`src/common/codec_pkg.sv`:
```
// shared constants and types for the codec reset and routing control
package codec_pkg;
  localparam int CLK_HZ = 50_000_000;
  // times in their own units
  localparam int REG_WAIT_US = 1000;
  localparam int PLL_WAIT_MS = 10;
  localparam int CAP_WAIT_MS = 100;
  // least times, exact at this rate so no rounding is lost
  localparam int REG_WAIT_CYC = (CLK_HZ / 1_000_000) * REG_WAIT_US;
  localparam int PLL_WAIT_CYC = (CLK_HZ / 1_000) * PLL_WAIT_MS;
  localparam int CAP_WAIT_CYC = (CLK_HZ / 1_000) * CAP_WAIT_MS;
  // adc start-up length in sample periods
  localparam logic [10:0] ADC_INIT_FS = 11'h423;
  // dc-block corner in mHz at the reference rate in kHz
  localparam int HPF_CORNER_MHZ = 3700;
  localparam int HPF_REF_KHZ = 48;
  // device register indices on the link
  localparam logic [1:0] REG_CTRL = 2'h0;
  localparam logic [1:0] REG_ROUTE = 2'h1;
  localparam logic [1:0] REG_INPUT = 2'h2;
  localparam logic [1:0] REG_STATUS = 2'h3;
  // control register bits
  localparam int CTRL_CLK = 0;
  localparam int CTRL_CODEC = 1;
  localparam int CTRL_ADC = 2;
  localparam int CTRL_DAC = 3;
  // route register fields
  localparam int RT_LINE1 = 0;
  localparam int RT_LINE2 = 2;
  localparam int RT_LINE3 = 4;
  localparam int RT_NEG = 6;
  // input register fields
  localparam int IN_GAIN = 0;
  localparam int IN_MODE = 4;
  localparam int IN_PAIR = 5;
  localparam int IN_FILT = 6;
  localparam logic [3:0] GAIN_MAX = 4'hB;
  // values after reset
  localparam logic [7:0] CTRL_RST = 8'h00;
  localparam logic [7:0] ROUTE_RST = 8'h00;
  localparam logic [7:0] INPUT_RST = 8'h02;
  // host apb byte offsets
  localparam logic [7:0] A_SLEEP = 8'h00;
  localparam logic [7:0] A_LINK_WR = 8'h04;
  localparam logic [7:0] A_LINK_RD = 8'h08;
  localparam logic [7:0] A_STATUS = 8'h0C;
  localparam logic [7:0] A_CLK_CFG = 8'h10;
  typedef enum logic [6:0] {
    RT_REF = 7'h01,
    RT_DIRECT = 7'h02,
    RT_DAC_DIFF = 7'h04,
    RT_DAC_SE = 7'h08,
    RT_DAC_POS = 7'h10,
    RT_DAC_NEG = 7'h20,
    RT_INVALID = 7'h40
  } route_t;
  typedef enum logic [4:0] {
    ST_SLEEP = 5'h01,
    ST_CLK_RESET = 5'h02,
    ST_CODEC_RESET = 5'h04,
    ST_RUN = 5'h08,
    ST_FAULT = 5'h10
  } pwr_t;
endpackage

```
`src/common/codec_link_if.sv`:
```
// link between the host controller and the codec control logic
`timescale 1ns/1ps
interface codec_link_if;
  logic chip_sleep_pin;
  logic wr_en;
  logic rd_en;
  logic [1:0] addr;
  logic [7:0] wdata;
  logic [7:0] rdata;
  logic rvalid;
  logic status_out_pin;
  modport dev(
    input chip_sleep_pin, wr_en, rd_en, addr, wdata,
    output rdata, rvalid, status_out_pin
  );
  modport host(
    output chip_sleep_pin, wr_en, rd_en, addr, wdata,
    input rdata, rvalid, status_out_pin
  );
endinterface

```
`src/core/codec_ctrl_dev.sv`:
```
// codec power sequencing, status pin and analog routing control
`timescale 1ns/1ps
module codec_ctrl_dev #(
  parameter int REG_WAIT_CYC = codec_pkg::REG_WAIT_CYC
) (
  input wire logic clk,
  input wire logic reset_n,
  codec_link_if.dev link,
  input wire logic fault_overcurrent,
  input wire logic fault_overvoltage,
  input wire logic frame_clk_pin,
  input wire logic [5:0] fs_khz,
  output logic pll_run,
  output logic adc_run,
  output logic dac_run,
  output codec_pkg::route_t line1_mode,
  output codec_pkg::route_t line2_mode,
  output codec_pkg::route_t line3_mode,
  output logic in1n_tied,
  output logic in2n_tied,
  output logic [5:0] mic_gain_db,
  output logic mic_gain_ok,
  output logic input_single,
  output logic input_pair2,
  output logic voice_filter,
  output logic adc_data_real,
  output logic [15:0] hpf_corner_mhz
);
  localparam int LW = $clog2(REG_WAIT_CYC + 1);

  typedef struct packed {
    logic [1:0] wake_s;
    logic [1:0] ovc_s;
    logic [1:0] ovv_s;
    logic [1:0] fclk_s;
    logic fclk_prev;
    codec_pkg::pwr_t pwr;
    logic [7:0] ctrl;
    logic [7:0] route;
    logic [7:0] inp;
    logic [LW-1:0] lock_cnt;
    logic [10:0] init_cnt;
    logic init_busy;
    logic [7:0] rdata;
    logic rvalid;
    logic status;
    logic pll;
    logic adc;
    logic dac;
    codec_pkg::route_t l1;
    codec_pkg::route_t l2;
    codec_pkg::route_t l3;
    logic t1;
    logic t2;
    logic [5:0] gain_db;
    logic gain_ok;
    logic adc_real;
    logic [15:0] hpf;
  } dev_state_t;

  dev_state_t s_q;
  dev_state_t s_d;

  // shared decode of the two pair outputs; direct path differs by line only
  function automatic codec_pkg::route_t pair_route(
    input logic [1:0] sel,
    input logic neg
  );
    case (sel)
      2'h0: pair_route = codec_pkg::RT_REF;
      2'h1: pair_route = codec_pkg::RT_DIRECT;
      2'h2: pair_route = neg ? codec_pkg::RT_DAC_SE : codec_pkg::RT_DAC_DIFF;
      default: pair_route = codec_pkg::RT_INVALID;
    endcase
  endfunction

  logic awake;
  logic fault_now;
  logic fs_tick;
  logic running;
  logic adc_on;
  logic neg;

  always_comb begin
    s_d = s_q;
    awake = s_q.wake_s[1];
    fault_now = s_q.ovc_s[1] | s_q.ovv_s[1];
    fs_tick = s_q.fclk_s[1] & ~s_q.fclk_prev;
    // pins cross two flops before any logic looks at them
    s_d.wake_s = {s_q.wake_s[0], link.chip_sleep_pin};
    s_d.ovc_s = {s_q.ovc_s[0], fault_overcurrent};
    s_d.ovv_s = {s_q.ovv_s[0], fault_overvoltage};
    s_d.fclk_s = {s_q.fclk_s[0], frame_clk_pin};
    s_d.fclk_prev = s_q.fclk_s[1];
    s_d.rvalid = 1'b0;
    // power state
    case (s_q.pwr)
      codec_pkg::ST_SLEEP,
      codec_pkg::ST_CLK_RESET,
      codec_pkg::ST_CODEC_RESET,
      codec_pkg::ST_RUN: begin
        if (!awake) begin
          s_d.pwr = codec_pkg::ST_SLEEP;
        end else if (fault_now) begin
          s_d.pwr = codec_pkg::ST_FAULT;
        end else if (!s_q.ctrl[codec_pkg::CTRL_CLK]) begin
          s_d.pwr = codec_pkg::ST_CLK_RESET;
        end else if (!s_q.ctrl[codec_pkg::CTRL_CODEC]) begin
          s_d.pwr = codec_pkg::ST_CODEC_RESET;
        end else begin
          s_d.pwr = codec_pkg::ST_RUN;
        end
      end
      codec_pkg::ST_FAULT: begin
        // only the sleep pin ends a fault
        if (!awake) begin
          s_d.pwr = codec_pkg::ST_SLEEP;
        end
      end
      default: s_d.pwr = codec_pkg::ST_SLEEP;
    endcase
    // register file; lock window 3 short to cover the wake sync lag
    if (!awake) begin
      s_d.ctrl = codec_pkg::CTRL_RST;
      s_d.route = codec_pkg::ROUTE_RST;
      s_d.inp = codec_pkg::INPUT_RST;
      s_d.lock_cnt = LW'(REG_WAIT_CYC - 3);
    end else begin
      if (s_q.lock_cnt != '0) begin
        s_d.lock_cnt = s_q.lock_cnt - LW'(1);
      end
      // writes are ignored in the settle window and after a fault
      if (link.wr_en && s_q.lock_cnt == '0 &&
          s_q.pwr != codec_pkg::ST_FAULT) begin
        case (link.addr)
          codec_pkg::REG_CTRL: s_d.ctrl = link.wdata;
          codec_pkg::REG_ROUTE: s_d.route = link.wdata;
          codec_pkg::REG_INPUT: s_d.inp = link.wdata;
          default: s_d.ctrl = s_q.ctrl;
        endcase
      end
    end
    // block enables follow the registered state
    running = s_q.pwr == codec_pkg::ST_RUN;
    adc_on = running & s_q.ctrl[codec_pkg::CTRL_ADC];
    s_d.pll = s_q.pwr == codec_pkg::ST_CODEC_RESET || running;
    s_d.adc = adc_on;
    s_d.dac = running & s_q.ctrl[codec_pkg::CTRL_DAC];
    s_d.status = awake & s_q.pwr != codec_pkg::ST_FAULT &
                 s_q.pwr != codec_pkg::ST_SLEEP;
    // adc start-up count, restarted on every adc release
    if (!s_q.adc) begin
      s_d.init_cnt = codec_pkg::ADC_INIT_FS;
      s_d.init_busy = 1'b1;
    end else if (fs_tick && s_q.init_cnt != 11'h000) begin
      s_d.init_cnt = s_q.init_cnt - 11'h001;
      s_d.init_busy = s_q.init_cnt != 11'h001;
    end
    s_d.adc_real = s_q.adc & ~s_q.init_busy;
    // analog routing, held at reference outside normal operation
    neg = s_q.route[codec_pkg::RT_NEG];
    if (running) begin
      s_d.l1 = pair_route(s_q.route[codec_pkg::RT_LINE1+:2], neg);
      s_d.l2 = pair_route(s_q.route[codec_pkg::RT_LINE2+:2], neg);
      case (s_q.route[codec_pkg::RT_LINE3+:2])
        2'h0: s_d.l3 = codec_pkg::RT_REF;
        2'h1: s_d.l3 = codec_pkg::RT_DAC_POS;
        2'h2: s_d.l3 = neg ? codec_pkg::RT_REF : codec_pkg::RT_DAC_NEG;
        default: s_d.l3 = codec_pkg::RT_INVALID;
      endcase
    end else begin
      s_d.l1 = codec_pkg::RT_REF;
      s_d.l2 = codec_pkg::RT_REF;
      s_d.l3 = codec_pkg::RT_REF;
    end
    // negative input ties
    s_d.t1 = ~adc_on | s_q.inp[codec_pkg::IN_PAIR];
    s_d.t2 = ~adc_on | ~s_q.inp[codec_pkg::IN_PAIR];
    // gain and filter
    s_d.gain_db = 6'(3 * int'(s_q.inp[codec_pkg::IN_GAIN+:4])) -
                  6'h06;
    s_d.gain_ok = s_q.inp[codec_pkg::IN_GAIN+:4] <= codec_pkg::GAIN_MAX;
    s_d.hpf = 16'((int'(fs_khz) * codec_pkg::HPF_CORNER_MHZ) /
                  codec_pkg::HPF_REF_KHZ);
    // register reads answer one cycle later
    if (link.rd_en) begin
      s_d.rvalid = 1'b1;
      case (link.addr)
        codec_pkg::REG_CTRL: s_d.rdata = s_q.ctrl;
        codec_pkg::REG_ROUTE: s_d.rdata = s_q.route;
        codec_pkg::REG_INPUT: s_d.rdata = s_q.inp;
        default: s_d.rdata = {3'h0, s_q.adc_real, s_q.init_busy,
                              s_q.pwr == codec_pkg::ST_FAULT,
                              s_q.pll, s_q.status};
      endcase
    end
  end

  always_ff @(posedge clk or negedge reset_n) begin
    if (!reset_n) begin
      s_q <= '{pwr: codec_pkg::ST_SLEEP, ctrl: codec_pkg::CTRL_RST,
               route: codec_pkg::ROUTE_RST, inp: codec_pkg::INPUT_RST,
               lock_cnt: LW'(REG_WAIT_CYC - 3),
               init_cnt: codec_pkg::ADC_INIT_FS, init_busy: 1'b1,
               l1: codec_pkg::RT_REF, l2: codec_pkg::RT_REF,
               l3: codec_pkg::RT_REF, t1: 1'b1, t2: 1'b1,
               default: '0};
    end else begin
      s_q <= s_d;
    end
  end

  assign link.rdata = s_q.rdata;
  assign link.rvalid = s_q.rvalid;
  assign link.status_out_pin = s_q.status;
  assign pll_run = s_q.pll;
  assign adc_run = s_q.adc;
  assign dac_run = s_q.dac;
  assign line1_mode = s_q.l1;
  assign line2_mode = s_q.l2;
  assign line3_mode = s_q.l3;
  assign in1n_tied = s_q.t1;
  assign in2n_tied = s_q.t2;
  assign mic_gain_db = s_q.gain_db;
  assign mic_gain_ok = s_q.gain_ok;
  assign input_single = s_q.inp[codec_pkg::IN_MODE];
  assign input_pair2 = s_q.inp[codec_pkg::IN_PAIR];
  assign voice_filter = s_q.inp[codec_pkg::IN_FILT];
  assign adc_data_real = s_q.adc_real;
  assign hpf_corner_mhz = s_q.hpf;
endmodule

```
`src/flat_wrapper.sv`:
```
// flat-port wrapper written by rule: the top's interface ports become plain ports
module codec_ctrl_dev_flat 
#(
  parameter int REG_WAIT_CYC = codec_pkg::REG_WAIT_CYC
)
  (clk, reset_n, fault_overcurrent, fault_overvoltage, frame_clk_pin, fs_khz, pll_run, adc_run, dac_run, line1_mode, line2_mode, line3_mode, in1n_tied, in2n_tied, mic_gain_db, mic_gain_ok, input_single, input_pair2, voice_filter, adc_data_real, hpf_corner_mhz, link_chip_sleep_pin, link_wr_en, link_rd_en, link_addr, link_wdata, link_rdata, link_rvalid, link_status_out_pin);
  codec_link_if link_i ();
  input wire logic clk;
  input wire logic reset_n;
  input wire logic fault_overcurrent;
  input wire logic fault_overvoltage;
  input wire logic frame_clk_pin;
  input wire logic [5:0] fs_khz;
  output logic pll_run;
  output logic adc_run;
  output logic dac_run;
  output codec_pkg::route_t line1_mode;
  output codec_pkg::route_t line2_mode;
  output codec_pkg::route_t line3_mode;
  output logic in1n_tied;
  output logic in2n_tied;
  output logic [5:0] mic_gain_db;
  output logic mic_gain_ok;
  output logic input_single;
  output logic input_pair2;
  output logic voice_filter;
  output logic adc_data_real;
  output logic [15:0] hpf_corner_mhz;
  input wire logic [$bits(link_i.chip_sleep_pin)-1:0] link_chip_sleep_pin;
  input wire logic [$bits(link_i.wr_en)-1:0] link_wr_en;
  input wire logic [$bits(link_i.rd_en)-1:0] link_rd_en;
  input wire logic [$bits(link_i.addr)-1:0] link_addr;
  input wire logic [$bits(link_i.wdata)-1:0] link_wdata;
  output wire logic [$bits(link_i.rdata)-1:0] link_rdata;
  output wire logic [$bits(link_i.rvalid)-1:0] link_rvalid;
  output wire logic [$bits(link_i.status_out_pin)-1:0] link_status_out_pin;
  assign link_i.chip_sleep_pin = link_chip_sleep_pin;
  assign link_i.wr_en = link_wr_en;
  assign link_i.rd_en = link_rd_en;
  assign link_i.addr = link_addr;
  assign link_i.wdata = link_wdata;
  assign link_rdata = link_i.rdata;
  assign link_rvalid = link_i.rvalid;
  assign link_status_out_pin = link_i.status_out_pin;
  codec_ctrl_dev #(.REG_WAIT_CYC(REG_WAIT_CYC)) u_core (.clk(clk), .reset_n(reset_n), .link(link_i), .fault_overcurrent(fault_overcurrent), .fault_overvoltage(fault_overvoltage), .frame_clk_pin(frame_clk_pin), .fs_khz(fs_khz), .pll_run(pll_run), .adc_run(adc_run), .dac_run(dac_run), .line1_mode(line1_mode), .line2_mode(line2_mode), .line3_mode(line3_mode), .in1n_tied(in1n_tied), .in2n_tied(in2n_tied), .mic_gain_db(mic_gain_db), .mic_gain_ok(mic_gain_ok), .input_single(input_single), .input_pair2(input_pair2), .voice_filter(voice_filter), .adc_data_real(adc_data_real), .hpf_corner_mhz(hpf_corner_mhz));
endmodule
```
`config.mk`:
```
export PLATFORM = sky130hd
export DESIGN_NAME = codec_ctrl_dev_flat
export DESIGN_NICKNAME = d
export VERILOG_FILES = /design/src/common/codec_pkg.sv /design/src/common/codec_link_if.sv /design/src/core/codec_ctrl_dev.sv /design/src/flat_wrapper.sv
export SDC_FILE = /design/constraint.sdc
export NUM_CORES = 1
export LEC_CHECK = 0
export BUFFER_PORTS_ARGS = -buffer_cell sky130_fd_sc_hd__buf_2
export CORE_MARGIN = 10
export CORE_UTILIZATION = 35
export DETAILED_ROUTE_END_ITERATION = 8
export GPL_TIMING_DRIVEN = 0
export PLACE_DENSITY_LB_ADDON = 0.15
export SYNTH_ARGS = -nofsm -noshare
export SYNTH_HDL_FRONTEND = slang
export SYNTH_SLANG_ARGS = --single-unit
```
`constraint.sdc`:
```
create_clock -name clk -period 2.95 [get_ports clk]
set_input_delay 0.4425 -clock clk [delete_from_list [all_inputs] [get_ports clk]]
set_output_delay 0.4425 -clock clk [all_outputs]
set_load 0.05 [all_outputs]
```
==> results of run 1 <==
==> Yosys cell counts (all sizes together) (6+ instances only) <==
library cell,instances,share of area
mux2i,31,0.039
xor2,11,0.014
clkbuf,20,0.0094
nor3,27,0.020
buf,61,0.058
a211oi,9,0.0098
ha,42,0.066
nand4,10,0.0086
mux2,6,0.0085
and2,19,0.016
dfrtp,96,0.30
fa,15,0.038
nand3,20,0.013
a21oi,30,0.020
inv,52,0.025
nor3b,7,0.0066
and3,10,0.0080
nor4,13,0.011
nor2b,31,0.024
xnor2,28,0.033
nor2,57,0.029
a21o,6,0.0057
o21ai,39,0.026
nand2,65,0.031
dfstp,20,0.066
==> power by group through the flow <==
stage | logic, W | registers (W) | clock network, W
2_1_floorplan | 0.00467 | 0.00182 | 0
3_3_place_gp | 0.00577 | 0.00183 | 0
3_5_place_dp | 0.00578 | 0.00183 | 0
4_1_cts | 0.00703 | 0.00181 | 0.00222
5_1_grt | 0.00842 | 0.00182 | 0.00230
6_report | 0.00772 | 0.00180 | 0.00216
==> worst max-delay path by stage <==
stage / to / from / slack (ns) / depth (start not counted)
after detailed placement: u_core.hpf_corner_mhz[0] / fs_khz[1] / -3.49 / 28
after global routing: u_core.hpf_corner_mhz[0] / fs_khz[0] / -2.75 / 29
after global placement: u_core.hpf_corner_mhz[0] / fs_khz[1] / -3.53 / 28
after CTS: u_core.hpf_corner_mhz[0] / fs_khz[0] / -2.51 / 28
after floorplan: u_core.hpf_corner_mhz[0] / fs_khz[1] / -2.58 / 27
final: u_core.hpf_corner_mhz[0] / fs_khz[0] / -2.56 / 29
==> worst register-to-register path, delay by kind of cell, from the launching register on <==
kind                   cells  cell delay, ns
flip-flops                 1            0.41
AND/OR/NAND/NOR            8            1.63
multiplexers               1            0.28
buffers and inverters      1            0.17
==> layout make-up <==
class	count	area [µm²]	share of cell area
multi-input combinational	580	4850	0.465
sequential	116	2930	0.281
timing repair buffer	126	870	0.0834
buffer	81	574	0.0551
clock buffer	25	515	0.0495
tap	285	357	0.0342
inverter	52	213	0.0204
clock inverter	7	116	0.0112
==> cells in the final DEF (no fill, tap or decap), types with 23 or more instances in the layout <==
master   synthesis  routed
nor2_1          55      51
dfrtp_1         96      96
buf_4           54      90
mux2i_1         31      31
o21ai_0         34      26
nor2b_1         31      30
nand2_1         64      61
a21oi_1         28      23
xnor2_1         27      26
buf_2            4      71
inv_1           52      42
ha_1            42      33
==> flip-flops by register name, summed over array words and instances, names as in the netlist, 4 cells and up <==
register,flops
u_core.hpf_corner_mhz,13
u_core.line1_mode,5
u_core.line2_mode,5
u_core.line3_mode,4
u_core.link.rdata,8
u_core.mic_gain_db,6
u_core.s_d,5
u_core.s_q,56
==> per-stage QoR <==
| stage | util | setup WS (ns) |
|---|---|---|
| floorplan | - | -2.58 |
| global placement | 0.394 | -3.53 |
| detailed placement | 0.396 | -3.49 |
| CTS | 0.453 | -2.51 |
| global route | 0.463 | -2.75 |
| finish | 0.463 | -2.56 |
==> what timing repair did <==
action / CTS / global route
hold endpoints to repair: 31 / 0
setup buffers: 35 / 13
hold buffers: 1 / 0
gates resized for setup: 84 / 25
pin swaps: 40 / 15
endpoints found under the setup margin: 40 / 29
==> kinds of logic (layout without fill, tap and decap cells) <==
| family | Yosys count | after routing |
|---|---|---|
| xor+xnor | 39 | 39 |
| other cells | 1 | 10 |
| compound gates | 144 | 144 |
| buf+inv | 133 | 291 |
| mux | 42 | 42 |
| flops | 116 | 116 |
| simple gates | 288 | 288 |
| fa+ha+maj | 57 | 57 |
==> per-layer routing <==
| metal | up-vias | global-route usage |
|---|---|---|
| li1 | 3116 | - |
| met1 | 3001 | 0.166 |
| met2 | 107 | 0.230 |
| met3 | 14 | 0.0290 |
| met4 | 0 | 0.0461 |
| met5 | - | 0 |
==> run_summary.xml, run 1 <==
<?xml version="1.0" encoding="UTF-8"?>
<metrics>
  <group name="sta">
    <metric name="finalCritPeriodShare" unit="">1.87</metric>
    <metric name="timing_worst_slew_pin_value" unit="ns">0.938</metric>
    <metric name="final_max_slew_viol_count" unit="">0</metric>
    <metric name="fin_worst_skew" unit="ns">0.0114</metric>
    <metric name="final_worst_hold_slack" unit="ns">0.131</metric>
    <metric name="setup_tns" unit="ns">-20.89</metric>
    <metric name="final_hold_viol_count" unit="">0</metric>
    <metric name="worst_slack" unit="ns">-2.56</metric>
    <metric name="setup_viol" unit="">13</metric>
    <metric name="finalCriticalPeriod" unit="ns">5.51</metric>
    <metric name="fmax" unit="MHz">182</metric>
    <metric name="timing.slew.headroom" unit="">0.366</metric>
    <metric name="grt_setup_unrepaired" unit="">true</metric>
  </group>
  <group name="detailed_routing">
    <metric name="met3_length" unit="µm">666</metric>
    <metric name="antenna_violating_nets_post_route" unit="">0</metric>
    <metric name="drt_pre_antenna_iters" unit="">4</metric>
    <metric name="wl_met2" unit="mm">9.54</metric>
    <metric name="route.detailed.vias_per_inst" unit="">4.90</metric>
    <metric name="highest_metal_used" unit="">met4</metric>
    <metric name="drt_iter0_markers" unit="">318</metric>
    <metric name="wl_met1" unit="mm">8.70</metric>
    <metric name="drc_errors" unit="">0</metric>
    <metric name="routed_wire_length" unit="mm">19.1</metric>
    <metric name="routedWlPerCell" unit="µm">15.0</metric>
    <metric name="via_count" unit="">6238</metric>
  </group>
  <group name="clock_tree">
    <metric name="cts-htree-levels" unit="">4</metric>
    <metric name="clock_tree_from_tritoncts" unit="">built</metric>
    <metric name="cts_max_path_buffers" unit="">2</metric>
    <metric name="cts.root.buffer_cell" unit="">clkbuf_16</metric>
    <metric name="cts-buffers-inserted" unit="">17</metric>
    <metric name="path_clk_slew" unit="ns">0.05</metric>
    <metric name="clk-insertion-delay-late" unit="ns">0.42</metric>
    <metric name="clock_sink_count" unit="">116</metric>
  </group>
  <group name="finish">
    <metric name="final_cell_count_no_fill" unit="">1272</metric>
    <metric name="diodes" unit="">0</metric>
    <metric name="drive_above_1_share" unit="">0.362</metric>
    <metric name="areaGrowthSynthToFinish" unit="%">31.0</metric>
    <metric name="final_cell_area" unit="µm²">10400</metric>
    <metric name="fin_nets" unit="">1055</metric>
    <metric name="final.fill_count" unit="">2164</metric>
  </group>
  <group name="flow_run">
    <metric name="cap_viol_max_count" unit="">0</metric>
  </group>
  <group name="setup_path">
    <metric name="timing.rr.end" unit="">u_core.s_q[100]</metric>
    <metric name="crit_start_category" unit="">primary input</metric>
    <metric name="cp-end-kind" unit="">flop</metric>
    <metric name="crit-reg2reg-launch" unit="">u_core.s_q[79]</metric>
    <metric name="cp_slowest_cell" unit="">fa_1</metric>
    <metric name="worstPathRequired" unit="ns">3.30</metric>
    <metric name="timing.reg2reg.worst_path_depth" unit="">10</metric>
    <metric name="cp.arrival" unit="ns">5.85</metric>
    <metric name="cpMostUsedCell" unit="">inv_2</metric>
    <metric name="worst_path_dominant_cell_family" unit="">adder cells</metric>
    <metric name="cpPeakStageDelay" unit="ns">0.54</metric>
    <metric name="worst_path_bufs_invs" unit="">10</metric>
    <metric name="timing.reg2reg.setup_slack" unit="ns">0.36</metric>
    <metric name="timing.setup.critical_path_class" unit="">primary input to flop</metric>
    <metric name="critical_path_peak_fanout" unit="">7</metric>
  </group>
  <group name="global_route">
    <metric name="global_route_wire_length_before_repair" unit="mm">32.1</metric>
    <metric name="overflow" unit="">0</metric>
    <metric name="grt_pass1_vias" unit="">6400</metric>
    <metric name="antenna_found_initial" unit="">0</metric>
    <metric name="pin_count_of_the_biggest_net_entering_global_routing" unit="">74</metric>
    <metric name="track_usage" unit="">0.135</metric>
  </group>
  <group name="power">
    <metric name="p_int" unit="W">0.00678</metric>
    <metric name="power.density_cell_area" unit="nW/µm²">1120</metric>
    <metric name="worst_ir_drop_vdd" unit="mV">0.523</metric>
    <metric name="sw_frac_of_total" unit="">0.420</metric>
    <metric name="power.clock.fraction" unit="">0.185</metric>
    <metric name="pwr-share-seq" unit="">0.154</metric>
    <metric name="static-leakage-power" unit="nW">4.81</metric>
    <metric name="power.combinational.fraction" unit="">0.660</metric>
    <metric name="net_switching_power" unit="W">0.00491</metric>
    <metric name="finalPower" unit="W">0.0117</metric>
  </group>
  <group name="placement">
    <metric name="gpl.final_weighted_congestion" unit="">0.816</metric>
    <metric name="placed_cells" unit="">1191</metric>
    <metric name="detailedPlacementHpwl" unit="mm">13.7</metric>
    <metric name="dpl_cell_area" unit="µm²">8900</metric>
    <metric name="portBuffers" unit="">76</metric>
  </group>
  <group name="logic_synthesis">
    <metric name="synth_enable_flop_cells" unit="">0</metric>
    <metric name="yosysUniqueCellTypes" unit="">94</metric>
    <metric name="synth_top_family_by_area" unit="">simple AND/OR/NAND/NOR gates</metric>
    <metric name="yosys.area_share.adder" unit="">0.104</metric>
    <metric name="post_synth_instance_area" unit="µm²">7960</metric>
    <metric name="synthSimpleGateAreaFrac" unit="">0.196</metric>
    <metric name="post_synth_inst_count" unit="">820</metric>
    <metric name="synth_seq_cells" unit="">116</metric>
    <metric name="synth-compound-area-share" unit="">0.132</metric>
    <metric name="sequential_cell_area_fraction_in_the_yosys_report" unit="">0.368</metric>
    <metric name="synth-async-reset-ratio" unit="">1.00</metric>
    <metric name="avgSynthCellArea" unit="µm²">9.70</metric>
    <metric name="yosysWarningCount" unit="">0</metric>
    <metric name="synth_flop_cell" unit="">dfrtp_1</metric>
    <metric name="post_synth_mux_area_share" unit="">0.0617</metric>
    <metric name="synth_xor_area_frac" unit="">0.0472</metric>
  </group>
  <group name="die">
    <metric name="die-height" unit="µm">171</metric>
    <metric name="fp.coreArea" unit="µm²">22500</metric>
    <metric name="boundaryPins" unit="">87</metric>
    <metric name="row_count" unit="">55</metric>
    <metric name="floorplan.die.width" unit="µm">171</metric>
    <metric name="start_util" unit="">0.354</metric>
    <metric name="floorplan.die_area" unit="µm²">29200</metric>
  </group>
  <group name="status">
    <metric name="run_status" unit="">finished with violations</metric>
    <metric name="violations" unit="">setup timing</metric>
  </group>
  <group name="min_path">
    <metric name="min-delay-start" unit="">fault_overcurrent</metric>
    <metric name="hold_end" unit="">u_core.s_d[123]</metric>
    <metric name="min_path_cells" unit="">1</metric>
    <metric name="hold_path.class" unit="">primary input to flop</metric>
  </group>
</metrics>
Power figures use the tool's default switching activity.
==> inputs of run 2 (changes only) <==
GPL_TIMING_DRIVEN = default   (was 0)
==> run 2 against run 1 <==
- the run still ends with setup timing left
- register-to-register slack worse by 0.08 ns
- clock power is 6% lower
- maximum frequency is 1.7% higher
- die area stayed put
- critical path depth is 1 higher
- worst setup slack better by 0.091 ns
- core utilization is 2.7 points higher
- first-iteration DRC count is 25% higher
- final area is 5.8% higher
- via count is 4.0% higher
- combinational power is 19% higher
==> run_summary.xml, run 2 (same netlist as run 1, synthesis figures left out) <==
<?xml version="1.0" encoding="UTF-8"?>
<metrics>
  <group name="status">
    <metric name="run_status" unit="">finished with violations</metric>
    <metric name="violations" unit="">setup timing</metric>
  </group>
  <group name="sta">
    <metric name="timing_worst_slew_pin_value" unit="ns">0.624</metric>
    <metric name="finalCritPeriodShare" unit="">1.84</metric>
    <metric name="final_hold_viol_count" unit="">0</metric>
    <metric name="fmax" unit="MHz">185</metric>
    <metric name="grt_setup_unrepaired" unit="">true</metric>
    <metric name="finalCriticalPeriod" unit="ns">5.42</metric>
    <metric name="setup_viol" unit="">13</metric>
    <metric name="fin_worst_skew" unit="ns">0.00773</metric>
    <metric name="timing.slew.headroom" unit="">0.584</metric>
    <metric name="final_max_slew_viol_count" unit="">0</metric>
    <metric name="worst_slack" unit="ns">-2.47</metric>
  </group>
  <group name="detailed_routing">
    <metric name="routed_wire_length" unit="mm">19.6</metric>
    <metric name="drc_errors" unit="">0</metric>
    <metric name="drt_iter0_markers" unit="">398</metric>
    <metric name="antenna_violating_nets_post_route" unit="">0</metric>
    <metric name="route.detailed.vias_per_inst" unit="">4.89</metric>
    <metric name="drt_pre_antenna_iters" unit="">4</metric>
    <metric name="routedWlPerCell" unit="µm">14.8</metric>
    <metric name="via_count" unit="">6489</metric>
  </group>
  <group name="power">
    <metric name="worst_ir_drop_vdd" unit="mV">0.614</metric>
    <metric name="static-leakage-power" unit="nW">5.13</metric>
    <metric name="power.density_cell_area" unit="nW/µm²">1180</metric>
  </group>
  <group name="finish">
    <metric name="regMostFlops" unit="">u_core.s_q</metric>
    <metric name="final_common_cell" unit="">buf_4</metric>
    <metric name="ff_latch_area" unit="µm²">2930</metric>
    <metric name="most-common-layout-cells" unit="">157 x buf_4, 96 x dfrtp_1, 71 x buf_2</metric>
    <metric name="areaGrowthSynthToFinish" unit="%">38.6</metric>
    <metric name="largest_reg_flops" unit="">56</metric>
    <metric name="final.fill_count" unit="">2101</metric>
    <metric name="final_cell_count_no_fill" unit="">1328</metric>
    <metric name="fin_nets" unit="">1111</metric>
    <metric name="final_cell_area" unit="µm²">11000</metric>
    <metric name="diodes" unit="">0</metric>
    <metric name="drive_above_1_share" unit="">0.428</metric>
    <metric name="fin_util" unit="">0.490</metric>
    <metric name="total_area_of_multi_input_combinational_cells" unit="µm²">4960</metric>
  </group>
  <group name="die">
    <metric name="boundaryPins" unit="">87</metric>
    <metric name="floorplan.die_area" unit="µm²">29200</metric>
    <metric name="start_util" unit="">0.354</metric>
    <metric name="row_count" unit="">55</metric>
    <metric name="fp.coreArea" unit="µm²">22500</metric>
    <metric name="floorplan.die.width" unit="µm">171</metric>
    <metric name="die-height" unit="µm">171</metric>
  </group>
  <group name="clock_tree">
    <metric name="cts-htree-levels" unit="">4</metric>
    <metric name="clock_sink_count" unit="">116</metric>
    <metric name="cts-buffers-inserted" unit="">17</metric>
    <metric name="clk-insertion-delay-late" unit="ns">0.41</metric>
    <metric name="path_clk_slew" unit="ns">0.06</metric>
    <metric name="cts_max_path_buffers" unit="">2</metric>
    <metric name="clock_tree_from_tritoncts" unit="">built</metric>
    <metric name="cts.root.buffer_cell" unit="">clkbuf_16</metric>
  </group>
  <group name="setup_path">
    <metric name="cpPeakStageDelay" unit="ns">0.54</metric>
    <metric name="cp.arrival" unit="ns">5.72</metric>
    <metric name="timing.rr.end" unit="">u_core.s_q[103]</metric>
    <metric name="crit_start_category" unit="">primary input</metric>
    <metric name="timing.setup.critical_path_class" unit="">primary input to flop</metric>
    <metric name="critical_path_peak_fanout" unit="">5</metric>
    <metric name="cpMostUsedCell" unit="">inv_2</metric>
    <metric name="cp_slowest_cell" unit="">fa_1</metric>
    <metric name="timing.reg2reg.worst_path_depth" unit="">10</metric>
    <metric name="cp-end-kind" unit="">flop</metric>
    <metric name="timing.reg2reg.setup_slack" unit="ns">0.28</metric>
    <metric name="crit-reg2reg-launch" unit="">u_core.s_q[79]</metric>
    <metric name="worstPathRequired" unit="ns">3.25</metric>
  </group>
  <group name="global_route">
    <metric name="track_usage" unit="">0.133</metric>
    <metric name="global_route_wire_length_before_repair" unit="mm">31.8</metric>
    <metric name="pin_count_of_the_biggest_net_entering_global_routing" unit="">48</metric>
    <metric name="antenna_found_initial" unit="">0</metric>
    <metric name="overflow" unit="">0</metric>
    <metric name="grt_pass1_vias" unit="">6360</metric>
  </group>
  <group name="placement">
    <metric name="dpl_cell_area" unit="µm²">9510</metric>
    <metric name="detailedPlacementHpwl" unit="mm">14.3</metric>
    <metric name="gpl.final_weighted_congestion" unit="">0.831</metric>
    <metric name="placed_cells" unit="">1264</metric>
    <metric name="portBuffers" unit="">76</metric>
    <metric name="pre_cts_slack" unit="ns">-3.08</metric>
  </group>
  <group name="flow_run">
    <metric name="cap_viol_max_count" unit="">0</metric>
  </group>
  <group name="min_path">
    <metric name="hold_path.class" unit="">primary input to asynchronous set/reset pin</metric>
  </group>
</metrics>
==> run 2: changes by cell type in the layout (fill, tap and decap cells not counted), sizes merged, moves of 2 or more <==
cell | before | now
buf | 186 | 262
clkbuf | 45 | 18
inv | 53 | 63
bufinv | 3 | 1
==> run 2: power breakdown <==
group,internal [W],switching (W),leakage (nW)
Combinational,0.00468,0.00452,3.36
Clock,0.00120,0.000839,0.284
Sequential,0.00174,0.0000539,1.49
Total,0.00763,0.00541,5.13
==> run 2: worst max-delay path by stage <==
| stage | cells past startpoint | startpoint | endpoint |
|---|---|---|---|
| 6_report | 30 | fs_khz[1] | u_core.hpf_corner_mhz[0] |
| 5_1_grt | 30 | fs_khz[1] | u_core.hpf_corner_mhz[0] |
| 4_1_cts | 29 | fs_khz[2] | u_core.hpf_corner_mhz[0] |
| 3_5_place_dp | 29 | fs_khz[1] | u_core.hpf_corner_mhz[0] |
| 3_3_place_gp | 29 | fs_khz[1] | u_core.hpf_corner_mhz[0] |
| 2_1_floorplan | 27 | fs_khz[1] | u_core.hpf_corner_mhz[0] |
==> run 2: stage by stage <==
stage               total power, W  hold WS, ns  TNS [ns]
floorplan                  0.00650        0.147    -19.94
global placement           0.00870        0.333    -27.69
detailed placement         0.00868        0.337    -28.02
CTS                         0.0117       0.0604    -20.31
global route                0.0139       0.0793    -22.70
finish                      0.0130       0.0415    -20.18
==> run 2: timing repair <==
item / 4_1_cts / 5_1_grt
cloned: 0 / 1
pin swaps: 38 / 51
gates resized for setup: 64 / 71
setup buffers: 18 / 18
setup endpoints to repair: 13 / 13
hold endpoints to repair: 0 / 0
hold buffers: 0 / 0
==> run 2: routing by layer <==
layer,GRT usage,up-vias,share of wire
met5,0,-,0
met4,0.0332,0,0.0091
met1,0.172,3109,0.45
met3,0.0240,12,0.035
li1,-,3239,-
met2,0.224,129,0.50
==> run 2: final cells by class <==
cell class                 count  area share
clock buffer                  17      0.0386
clock inverter                15      0.0145
inverter                      52      0.0191
multi-input combinational    580       0.450
sequential                   116       0.266
tap                          285      0.0323
timing repair buffer         263       0.180
==> run 2: worst max-delay path: cells and delay by family <==
| kind | cells | cell delay (ns) |
|---|---|---|
| adder cells (fa/ha/maj) | 5 | 1.73 |
| AO/OA/AOI/OAI | 5 | 1.25 |
| AND/OR/NAND/NOR | 9 | 1.28 |
| buffers and inverters | 11 | 1.01 |
